--- src/fifo_pair_pkg.sv ---
// Constants, register map and codes for the radio data buffer pair.
// Assumes a 200 MHz pclk, an APB master and an SPI master sampled on pclk.
// ----------------------------------------------------------------------------
// Behaviour
// - Two separate 64-entry byte buffers, receive and transmit.
// - Host reads receive, writes transmit; one byte each.
// - Flag receive overflow and transmit underflow.
// - Status byte during header carries fill level.
// - Both byte counts readable at any time.
// - One 4-bit selector sets both thresholds.
// - Receive threshold 4*(v+1), transmit 61-4*v.
// - Threshold signal high while count reaches threshold.
// - Codes 0x00/0x02 route thresholds to output pins.
// ----------------------------------------------------------------------------
package fifo_pair_pkg;
    localparam int DATA_W = 8;
    localparam int FIFO_DEPTH = 64;
    localparam int NUM_PINS = 3;
    localparam int COUNT_W = 7;
    localparam int THR_W = 4;
    localparam int SEL_W = 6;
    localparam int SEL_STRIDE = 8;
    localparam int IRQ_W = 2;
    // Register byte offsets
    localparam logic [11:0] OFF_THR = 12'h000;
    localparam logic [11:0] OFF_PIN_SEL = 12'h004;
    localparam logic [11:0] OFF_RX_COUNT = 12'h008;
    localparam logic [11:0] OFF_TX_COUNT = 12'h00C;
    localparam logic [11:0] OFF_IRQ_STATUS = 12'h010;
    localparam logic [11:0] OFF_IRQ_MASK = 12'h014;
    // Field positions
    localparam int IRQ_RX_OVF = 0;
    localparam int IRQ_TX_UNF = 1;
    localparam int HDR_READ_BIT = 7;
    // Reset values
    localparam logic [3:0] THR_RST = 4'h7;
    localparam logic [5:0] PIN_SEL_RST = 6'h00;
    localparam logic [1:0] IRQ_MASK_RST = 2'h0;
    // Pin signal codes and threshold coding
    localparam logic [5:0] SEL_RX_THR = 6'h00;
    localparam logic [5:0] SEL_TX_THR = 6'h02;
    localparam int THR_STEP = 4;
    localparam int TX_THR_BASE = 61;
    localparam int THR_SUM = 65;
    // Header address that selects the buffers
    localparam logic [5:0] FIFO_ADDR = 6'h3F;
endpackage

--- src/byte_fifo.sv ---
// Byte buffer with count, full/empty and error pulses.
// Assumes push and pop come from logic on the same clock; DEPTH a power of two.
`timescale 1ns/1ps
module byte_fifo #(
    parameter int WIDTH = 8,
    parameter int DEPTH = 64
) (
    // Clock and reset
    input wire logic pclk,
    input wire logic presetn,
    // Fill side
    input wire logic push,
    input wire logic [WIDTH-1:0] push_data,
    // Drain side
    input wire logic pop,
    output logic [WIDTH-1:0] head,
    // Level and errors
    output logic [$clog2(DEPTH):0] count,
    output logic full,
    output logic empty,
    output logic overflow,
    output logic underflow
);
    localparam int AW = $clog2(DEPTH);
    localparam int CW = AW + 1;

    logic [WIDTH-1:0] mem [DEPTH];
    logic [AW-1:0] wr_ptr, rd_ptr, next_wr_ptr, next_rd_ptr;
    logic [CW-1:0] next_count;
    logic do_push, do_pop;

    assign full = (count == CW'(DEPTH));
    assign empty = (count == '0);
    assign do_pop = pop && !empty;
    assign do_push = push && (!full || do_pop);
    assign overflow = push && !do_push;
    assign underflow = pop && empty;
    assign head = mem[rd_ptr];

    always_comb begin
        next_wr_ptr = do_push ? AW'(wr_ptr + 1'b1) : wr_ptr;
        next_rd_ptr = do_pop ? AW'(rd_ptr + 1'b1) : rd_ptr;
        next_count = count;
        if (do_push && !do_pop) begin
            next_count = CW'(count + 1'b1);
        end else if (do_pop && !do_push) begin
            next_count = CW'(count - 1'b1);
        end
    end

    always_ff @(posedge pclk or negedge presetn) begin
        if (!presetn) begin
            wr_ptr <= '0;
            rd_ptr <= '0;
            count <= '0;
        end else begin
            wr_ptr <= next_wr_ptr;
            rd_ptr <= next_rd_ptr;
            count <= next_count;
        end
    end

    // ----------------------------------------
    // Storage
    // ----------------------------------------
    for (genvar g = 0; g < DEPTH; g++) begin : g_entry
        always_ff @(posedge pclk) begin
            if (do_push && wr_ptr == AW'(g)) begin
                mem[g] <= push_data;
            end
        end
    end
endmodule

--- src/radio_data_fifo_pair.sv ---
// Receive/transmit data buffer pair with SPI access, APB registers and pins.
// Assumes SPI mode 0 from an external master, packet engine on pclk.
//
// Added by the designer: the register offsets and the APB register port.
`timescale 1ns/1ps
module radio_data_fifo_pair #(
    parameter int DEPTH = fifo_pair_pkg::FIFO_DEPTH,
    parameter int PINS = fifo_pair_pkg::NUM_PINS
) (
    // Clock and reset
    input wire logic pclk,
    input wire logic presetn,
    // APB slave
    input wire logic [11:0] paddr,
    input wire logic psel,
    input wire logic penable,
    input wire logic pwrite,
    input wire logic [31:0] pwdata,
    output logic [31:0] prdata,
    output logic pready,
    output logic pslverr,
    // SPI slave pins
    input wire logic spi_csn_n,
    input wire logic spi_sclk,
    input wire logic spi_mosi,
    output logic spi_miso,
    output logic spi_miso_oe,
    // Packet engine
    input wire logic rx_push,
    input wire logic [7:0] rx_push_data,
    input wire logic tx_pop,
    output logic [7:0] tx_pop_data,
    // Pins and interrupt
    output logic [PINS-1:0] general_output_pin,
    output logic irq
);
    localparam int CW = fifo_pair_pkg::COUNT_W;
    localparam int IW = fifo_pair_pkg::IRQ_W;

    // ----------------------------------------
    // Buffers
    // ----------------------------------------
    logic [CW-1:0] rx_byte_count, tx_byte_count;
    logic [7:0] rx_head, tx_head, spi_tx_data;
    logic spi_rx_pop, spi_tx_push, rx_overflow, tx_underflow, tx_empty;

    byte_fifo #(.WIDTH(8), .DEPTH(DEPTH)) u_rx_fifo (
        .pclk(pclk), .presetn(presetn),
        .push(rx_push), .push_data(rx_push_data),
        .pop(spi_rx_pop), .head(rx_head),
        .count(rx_byte_count), .full(), .empty(),
        .overflow(rx_overflow), .underflow()
    );

    byte_fifo #(.WIDTH(8), .DEPTH(DEPTH)) u_tx_fifo (
        .pclk(pclk), .presetn(presetn),
        .push(spi_tx_push), .push_data(spi_tx_data),
        .pop(tx_pop), .head(tx_head),
        .count(tx_byte_count), .full(), .empty(tx_empty),
        .overflow(), .underflow(tx_underflow)
    );

    always_ff @(posedge pclk or negedge presetn) begin
        if (!presetn) begin
            tx_pop_data <= 8'h00;
        end else if (tx_pop && !tx_empty) begin
            tx_pop_data <= tx_head;
        end
    end

    // ----------------------------------------
    // SPI pin synchronisers
    // ----------------------------------------
    logic [2:0] csn_s, sclk_s, mosi_s;

    always_ff @(posedge pclk or negedge presetn) begin
        if (!presetn) begin
            csn_s <= 3'h7;
            sclk_s <= 3'h0;
            mosi_s <= 3'h0;
        end else begin
            csn_s <= {csn_s[1:0], spi_csn_n};
            sclk_s <= {sclk_s[1:0], spi_sclk};
            mosi_s <= {mosi_s[1:0], spi_mosi};
        end
    end

    logic spi_active, spi_rise, spi_fall;
    assign spi_active = !csn_s[1];
    assign spi_rise = spi_active && sclk_s[1] && !sclk_s[2];
    assign spi_fall = spi_active && !sclk_s[1] && sclk_s[2];

    // ----------------------------------------
    // SPI frame engine
    // ----------------------------------------
    logic [2:0] bit_cnt, next_bit_cnt;
    logic [6:0] shift_in, next_shift_in;
    logic [7:0] out_byte, next_out_byte, byte_in;
    logic first_byte, next_first_byte, is_read, next_is_read, is_fifo, next_is_fifo;
    logic next_miso, next_miso_oe;

    always_comb begin
        next_bit_cnt = bit_cnt;
        next_shift_in = shift_in;
        next_out_byte = out_byte;
        next_first_byte = first_byte;
        next_is_read = is_read;
        next_is_fifo = is_fifo;
        next_miso = spi_miso;
        next_miso_oe = spi_active;
        spi_rx_pop = 1'b0;
        spi_tx_push = 1'b0;
        byte_in = {shift_in, mosi_s[1]};
        spi_tx_data = byte_in;
        if (!spi_active) begin
            next_bit_cnt = 3'h0;
            next_first_byte = 1'b1;
            next_is_fifo = 1'b0;
            next_miso = 1'b0;
        end else if (spi_rise) begin
            next_bit_cnt = 3'(bit_cnt + 3'h1);
            next_shift_in = byte_in[6:0];
            if (first_byte && bit_cnt == 3'h0) begin
                next_is_read = mosi_s[1];
                // Status byte: fill level of the buffer the access uses
                next_out_byte = {1'b0, mosi_s[1] ? rx_byte_count : tx_byte_count};
            end
            if (bit_cnt == 3'h7) begin
                next_out_byte = 8'h00;
                if (first_byte) begin
                    next_first_byte = 1'b0;
                    next_is_fifo = (byte_in[5:0] == fifo_pair_pkg::FIFO_ADDR);
                end else if (is_fifo && is_read) begin
                    // Pop only the byte just shifted out, no prefetch loss
                    spi_rx_pop = 1'b1;
                end else if (is_fifo) begin
                    spi_tx_push = 1'b1;
                end
            end
        end else if (spi_fall) begin
            if (bit_cnt == 3'h0 && is_fifo && is_read) begin
                // Head taken after the previous pop has settled
                next_out_byte = rx_head;
                next_miso = rx_head[7];
            end else begin
                next_miso = out_byte[~bit_cnt];
            end
        end
    end

    always_ff @(posedge pclk or negedge presetn) begin
        if (!presetn) begin
            bit_cnt <= 3'h0;
            shift_in <= 7'h00;
            out_byte <= 8'h00;
            first_byte <= 1'b1;
            is_read <= 1'b0;
            is_fifo <= 1'b0;
            spi_miso <= 1'b0;
            spi_miso_oe <= 1'b0;
        end else begin
            bit_cnt <= next_bit_cnt;
            shift_in <= next_shift_in;
            out_byte <= next_out_byte;
            first_byte <= next_first_byte;
            is_read <= next_is_read;
            is_fifo <= next_is_fifo;
            spi_miso <= next_miso;
            spi_miso_oe <= next_miso_oe;
        end
    end

    // ----------------------------------------
    // Thresholds
    // ----------------------------------------
    logic [3:0] buffer_threshold_select;
    logic [CW-1:0] rx_thr_bytes, tx_thr_bytes;
    logic rx_thr_level, tx_thr_level;

    assign rx_thr_bytes = CW'(({3'h0, buffer_threshold_select} + 7'h01) * 7'(fifo_pair_pkg::THR_STEP));
    assign tx_thr_bytes = CW'(7'(fifo_pair_pkg::TX_THR_BASE)
        - {3'h0, buffer_threshold_select} * 7'(fifo_pair_pkg::THR_STEP));

    // ----------------------------------------
    // Registers
    // ----------------------------------------
    logic [PINS-1:0][5:0] output_pin_signal_select, next_pin_sel;
    logic [3:0] next_thr_sel;
    logic [IW-1:0] irq_status, next_irq_status, irq_mask, next_irq_mask, irq_events, w1c;
    logic [31:0] next_prdata, pin_sel_word;
    logic next_pslverr, next_rx_level, next_tx_level, wr_en, rd_setup;
    logic [PINS-1:0] next_pins;

    assign pready = 1'b1;
    assign wr_en = psel && penable && pwrite;
    assign rd_setup = psel && !penable;
    assign irq_events = {tx_underflow, rx_overflow};
    assign irq = |(irq_status & irq_mask);

    always_comb begin
        pin_sel_word = 32'h0000_0000;
        for (int i = 0; i < PINS; i++) begin
            pin_sel_word[i*fifo_pair_pkg::SEL_STRIDE +: fifo_pair_pkg::SEL_W] = output_pin_signal_select[i];
        end
    end

    always_comb begin
        next_thr_sel = buffer_threshold_select;
        next_pin_sel = output_pin_signal_select;
        next_irq_mask = irq_mask;
        w1c = '0;
        next_prdata = prdata;
        next_pslverr = pslverr;
        if (wr_en) begin
            case (paddr)
                fifo_pair_pkg::OFF_THR: next_thr_sel = pwdata[3:0];
                fifo_pair_pkg::OFF_PIN_SEL: begin
                    for (int i = 0; i < PINS; i++) begin
                        next_pin_sel[i] = pwdata[i*fifo_pair_pkg::SEL_STRIDE +: fifo_pair_pkg::SEL_W];
                    end
                end
                fifo_pair_pkg::OFF_IRQ_STATUS: w1c = pwdata[IW-1:0];
                fifo_pair_pkg::OFF_IRQ_MASK: next_irq_mask = pwdata[IW-1:0];
                default: begin
                end
            endcase
        end
        // Sticky events win over a same-cycle clear
        next_irq_status = (irq_status & ~w1c) | irq_events;
        if (rd_setup) begin
            next_pslverr = 1'b0;
            case (paddr)
                fifo_pair_pkg::OFF_THR: next_prdata = {28'h000_0000, buffer_threshold_select};
                fifo_pair_pkg::OFF_PIN_SEL: next_prdata = pin_sel_word;
                fifo_pair_pkg::OFF_RX_COUNT: next_prdata = {25'h000_0000, rx_byte_count};
                fifo_pair_pkg::OFF_TX_COUNT: next_prdata = {25'h000_0000, tx_byte_count};
                fifo_pair_pkg::OFF_IRQ_STATUS: next_prdata = {30'h0000_0000, irq_status};
                fifo_pair_pkg::OFF_IRQ_MASK: next_prdata = {30'h0000_0000, irq_mask};
                default: begin
                    next_prdata = 32'h0000_0000;
                    next_pslverr = 1'b1;
                end
            endcase
        end
        next_rx_level = (rx_byte_count >= rx_thr_bytes);
        next_tx_level = (tx_byte_count >= tx_thr_bytes);
        for (int i = 0; i < PINS; i++) begin
            case (output_pin_signal_select[i])
                fifo_pair_pkg::SEL_RX_THR: next_pins[i] = rx_thr_level;
                fifo_pair_pkg::SEL_TX_THR: next_pins[i] = tx_thr_level;
                default: next_pins[i] = 1'b0;
            endcase
        end
    end

    always_ff @(posedge pclk or negedge presetn) begin
        if (!presetn) begin
            buffer_threshold_select <= fifo_pair_pkg::THR_RST;
            output_pin_signal_select <= {PINS{fifo_pair_pkg::PIN_SEL_RST}};
            irq_status <= '0;
            irq_mask <= fifo_pair_pkg::IRQ_MASK_RST;
            prdata <= 32'h0000_0000;
            pslverr <= 1'b0;
            rx_thr_level <= 1'b0;
            tx_thr_level <= 1'b0;
            general_output_pin <= '0;
        end else begin
            buffer_threshold_select <= next_thr_sel;
            output_pin_signal_select <= next_pin_sel;
            irq_status <= next_irq_status;
            irq_mask <= next_irq_mask;
            prdata <= next_prdata;
            pslverr <= next_pslverr;
            rx_thr_level <= next_rx_level;
            tx_thr_level <= next_tx_level;
            general_output_pin <= next_pins;
        end
    end
endmodule

--- config.mk ---
export PLATFORM = sky130hd
export DESIGN_NAME = radio_data_fifo_pair
export DESIGN_NICKNAME = d
export VERILOG_FILES = /design/src/fifo_pair_pkg.sv /design/src/byte_fifo.sv /design/src/radio_data_fifo_pair.sv
export SDC_FILE = /design/constraint.sdc
export NUM_CORES = 1
export LEC_CHECK = 0
export BUFFER_PORTS_ARGS = -buffer_cell sky130_fd_sc_hd__buf_2
export CAP_MARGIN = 20
export CORE_ASPECT_RATIO = 1.5
export CORE_MARGIN = 4
export CORE_UTILIZATION = 45
export CTS_CLUSTER_DIAMETER = 100
export CTS_CLUSTER_SIZE = 14
export DETAILED_ROUTE_END_ITERATION = 6
export PLACE_DENSITY = 0.73
export SLEW_MARGIN = 20
export SYNTH_ARGS = -nofsm -noshare
export SYNTH_HDL_FRONTEND = slang
export SYNTH_SLANG_ARGS = --single-unit
--- constraint.sdc ---
create_clock -name pclk -period 4.3 [get_ports pclk]
set_clock_uncertainty 0.1 [all_clocks]
set_input_delay 0.645 -clock pclk [delete_from_list [all_inputs] [get_ports pclk]]
set_output_delay 0.645 -clock pclk [all_outputs]
set_load 0.005 [all_outputs]
==> run summary <==
Status = completed
FF-to-FF path depth = 14
Max frequency = 255.8 MHz
Final core occ = 0.5001
Largest net degree at the start of global routing = 98
Via count = 23.63k
Die X = 269.9 um
1st-pass router iterations = 5
Global-route wire length before repair = 157900 um
Critical Path Source Type = flip-flop
Setup TNS = 0 ns
Slowest-stage cell, CP = dfrtp_1
R2R setup slack = 0.39 ns
HP Class = in -> reg
Layout cell share with drive strength beyond 1 = 0.1992
Crit-path leading delay family = compound AO/OA/AOI/OAI gates
Count of final max-slew check failures = 0
RSZ-0062 raised after global routing = false
N_diodes = 0
H-tree level count = 3
Mapped Area = 46290 um2
Initial Utilization = 0.4547
Hold Path End = mosi_s[0]$_DFF_PN0_
Cell mode on critical path = ha_1
Async SR Flop Fraction = 0.1103
Post-DRT Antenna Nets = 0
Initial DRC count = 2539
Post-synth EDFFs = 1024
Longest Clk Path Bufs = 3
Max Fanout on Critical Path = 6
Final setup violation count = 0
PD cells = 430.8 nW/um2
Buffers & Inverters on Critical Path = 2
Drt wl/cell = 26.43 um
Tot GR Track Use = 0.1915
Area after DPL = 48280 um2
Hold Fails Final Rpt = 0
Tmin final = 3.909 ns
Leakage Power = 16.18 nW
Grt ovf = 0
Yosys reg bits = 1151
Critical path type = reg -> reg
Clock Sink Count = 1151
Nets = 2723
Top post-synthesis cells by count = edfxtp_1, mux4_2, mux2i_1, nor2_1, nand2_1
Worst Path Required = 4.78 ns
Synth warn = 0
Clock slew at reported path FFs = 0.07 ns
WHS Path Cells = 1
Beginning of the worst hold path = spi_mosi
Drt drc = 0
Port-buffer cells = 81
Worst vdd ir = 0.0003314 V
Worst-Skew Late Latency = 0.66 ns
TritonCTS clock tree = yes
Io pins = 110
Critical Path Max Stage Delay = 0.47 ns
P&R area growth vs syn = 9.978%
Site row count = 143
Clock root buffer = clkbuf_16
Yosys cell types = 71
Commonest register cell after synthesis = edfxtp_1
Final HPWL DP = 69550 um
Vias in the first global route = 24.96k
Worst R2R Start = bit_cnt[0]$_DFFE_PN0P_
Reg2reg end = u_rx_fifo.count[6]$_DFFE_PN0P_
Worst path cell trace = ha_1 > ha_1 > inv_1 > nor4_2 > o21a_1 > inv_1 > ha_1 > fa_1 > nor2b_1 > o21ai_0 > a21boi_0 > nor2_1 > o311ai_0 > xnor2_1
WL final = 105200 um
GPL Wtd Cong = 0.9090
Largest cells by area after synthesis = edfxtp_1, mux4_2, dfrtp_1, mux2i_1, nor2_1
Antenna violations before repair = 1
Post-synthesis sequential area ratio = 0.7330
Core Area = 101800 um2
Tightest Pin Transition = 0.9702 ns
Die area = 108200 um2
Final Cycle Share = 0.9090
Worst Setup End Kind = flip-flop
Max-cap violations = 0
Synth top area share = 0.6642
Chip height = 400.8 um
Count leader, synth = edfxtp_1
Vias per cell = 5.935
Area leader, netlist = edfxtp_1
Avg Synthesized Cell Area = 18.44 um2
Number of buffers created by CTS = 92
WP data arrival = 4.38 ns
Rel. slew slack = 0.3532
Design Area, Final = 50910 um2
Post-Syn Instances = 2510
Tot Pwr = 0.02193 W
[what timing repair did]
item / in CTS / in global routing
buffers inserted: 0 / 0
endpoints found under the hold margin: 2 / 0
hold buffers: 2 / 0
setup endpoints to repair: 0 / 1
resized for setup: 0 / 1
[flip-flops by register name (all words and copies together) (netlist names), 4 cells and up]
register and flops:
u_rx_fifo.mem 512, u_tx_fifo.mem 512, prdata 19, output_pin_signal_select 18, out_byte 8, tx_pop_data 8
shift_in 7, u_rx_fifo.count 7, u_tx_fifo.count 7, u_rx_fifo.rd_ptr 6, u_rx_fifo.wr_ptr 6, u_tx_fifo.rd_ptr 6
u_tx_fifo.wr_ptr 6, buffer_threshold_select 4
[routing by layer]
metal | track usage | wire, um | part of all wire | up-vias
li1 | - | - | - | 10210
met5 | 0 | 0 | 0 | -
met2 | 0.3510 | 57070 | 0.54 | 927
met1 | 0.2187 | 37090 | 0.35 | 12230
met4 | 0.09547 | 5610 | 0.053 | 0
met3 | 0.02723 | 5454 | 0.052 | 258
[per-stage QoR]
step	hold slack (ns)	worst slack, ns	instances
global placement	0.2388	0.3808	3832
detailed placement	0.2363	0.3029	3832
CTS	0.02175	0.2877	3981
global route	0.04251	0.1635	3981
floorplan	0.2312	0.5473	2522
finish	0.07642	0.3914	3981
[worst reg2reg max path: cells and delay by family (launching register included)]
kind / cells / cell delay, ns
simple gates: 3 / 0.62
compound gates: 4 / 1.28
xor+xnor: 1 / 0.17
fa+ha+maj: 4 / 1.05
flops: 1 / 0.47
buf+inv: 2 / 0.15
[logic make-up (layout without fill, tap and decap cells)]
kind of cell,count (synthesis),after routing,synth area share
simple gates,459,459,0.04632
fa+ha+maj,38,38,0.01059
compound gates,229,229,0.03500
flops,1151,1151,0.7330
other cells,2,14,0.0001622
buf+inv,169,323,0.01754
xor+xnor,34,34,0.006433
mux,428,428,0.1509
[cell usage in the layout, fill, tap and decap left out, types with 7 or more instances in the layout]
master     instances
nor3_1            11
clkbuf_16         93
nand3b_1           7
mux4_2           212
inv_1             23
o22ai_1           21
mux2i_1          176
nor2_1           162
nor4_1            13
mux2_2            40
a22oi_1           46
o21ai_0           39
dfrtp_4            7
nand4_1           23
a22o_1            24
a21oi_1           25
edfxtp_1        1024
xor2_1             8
ha_1              36
nand2b_1          13
dfrtp_1          106
nand2_1          130
a21o_1             7
buf_2             74
dfrtp_2            8
clkbuf_1          48
conb_1            14
nor2b_1           28
buf_4             70
a2111oi_0         14
nand3_1           34
xnor2_1           26
[worst max path at each step]
stage / endpoint / start / slack (ns) / cells past startpoint
after floorplan: u_rx_fifo.count[6]$_DFFE_PN0P_ / bit_cnt[0]$_DFFE_PN0P_ / 0.55 / 16
after global placement: u_rx_fifo.count[6]$_DFFE_PN0P_ / bit_cnt[0]$_DFFE_PN0P_ / 0.38 / 14
after detailed placement: u_rx_fifo.count[6]$_DFFE_PN0P_ / bit_cnt[0]$_DFFE_PN0P_ / 0.30 / 14
after CTS: u_rx_fifo.count[6]$_DFFE_PN0P_ / bit_cnt[0]$_DFFE_PN0P_ / 0.29 / 14
after global routing: u_rx_fifo.count[6]$_DFFE_PN0P_ / bit_cnt[0]$_DFFE_PN0P_ / 0.16 / 15
final: u_rx_fifo.count[6]$_DFFE_PN0P_ / bit_cnt[0]$_DFFE_PN0P_ / 0.39 / 14
[power by group]
part / leakage [nW] / internal, W / switching (W)
Clock: 1.24 / 0.00400 / 0.00368
Combinational: 4.02 / 0.000354 / 0.000812
Sequential: 10.9 / 0.0127 / 0.000368
Total: 16.2 / 0.0171 / 0.00486
[cell type report]
cell class / instances / area, um2
tap: 1305 / 1633
fill: 7975 / 50890
clock buffer: 141 / 2507
sequential: 1151 / 33970
timing repair buffer: 152 / 1027
inverter: 24 / 90.09
clock inverter: 6 / 75.07
multi-input combinational: 1202 / 11610
No activity file was read; power rests on OpenSTA's default activity.
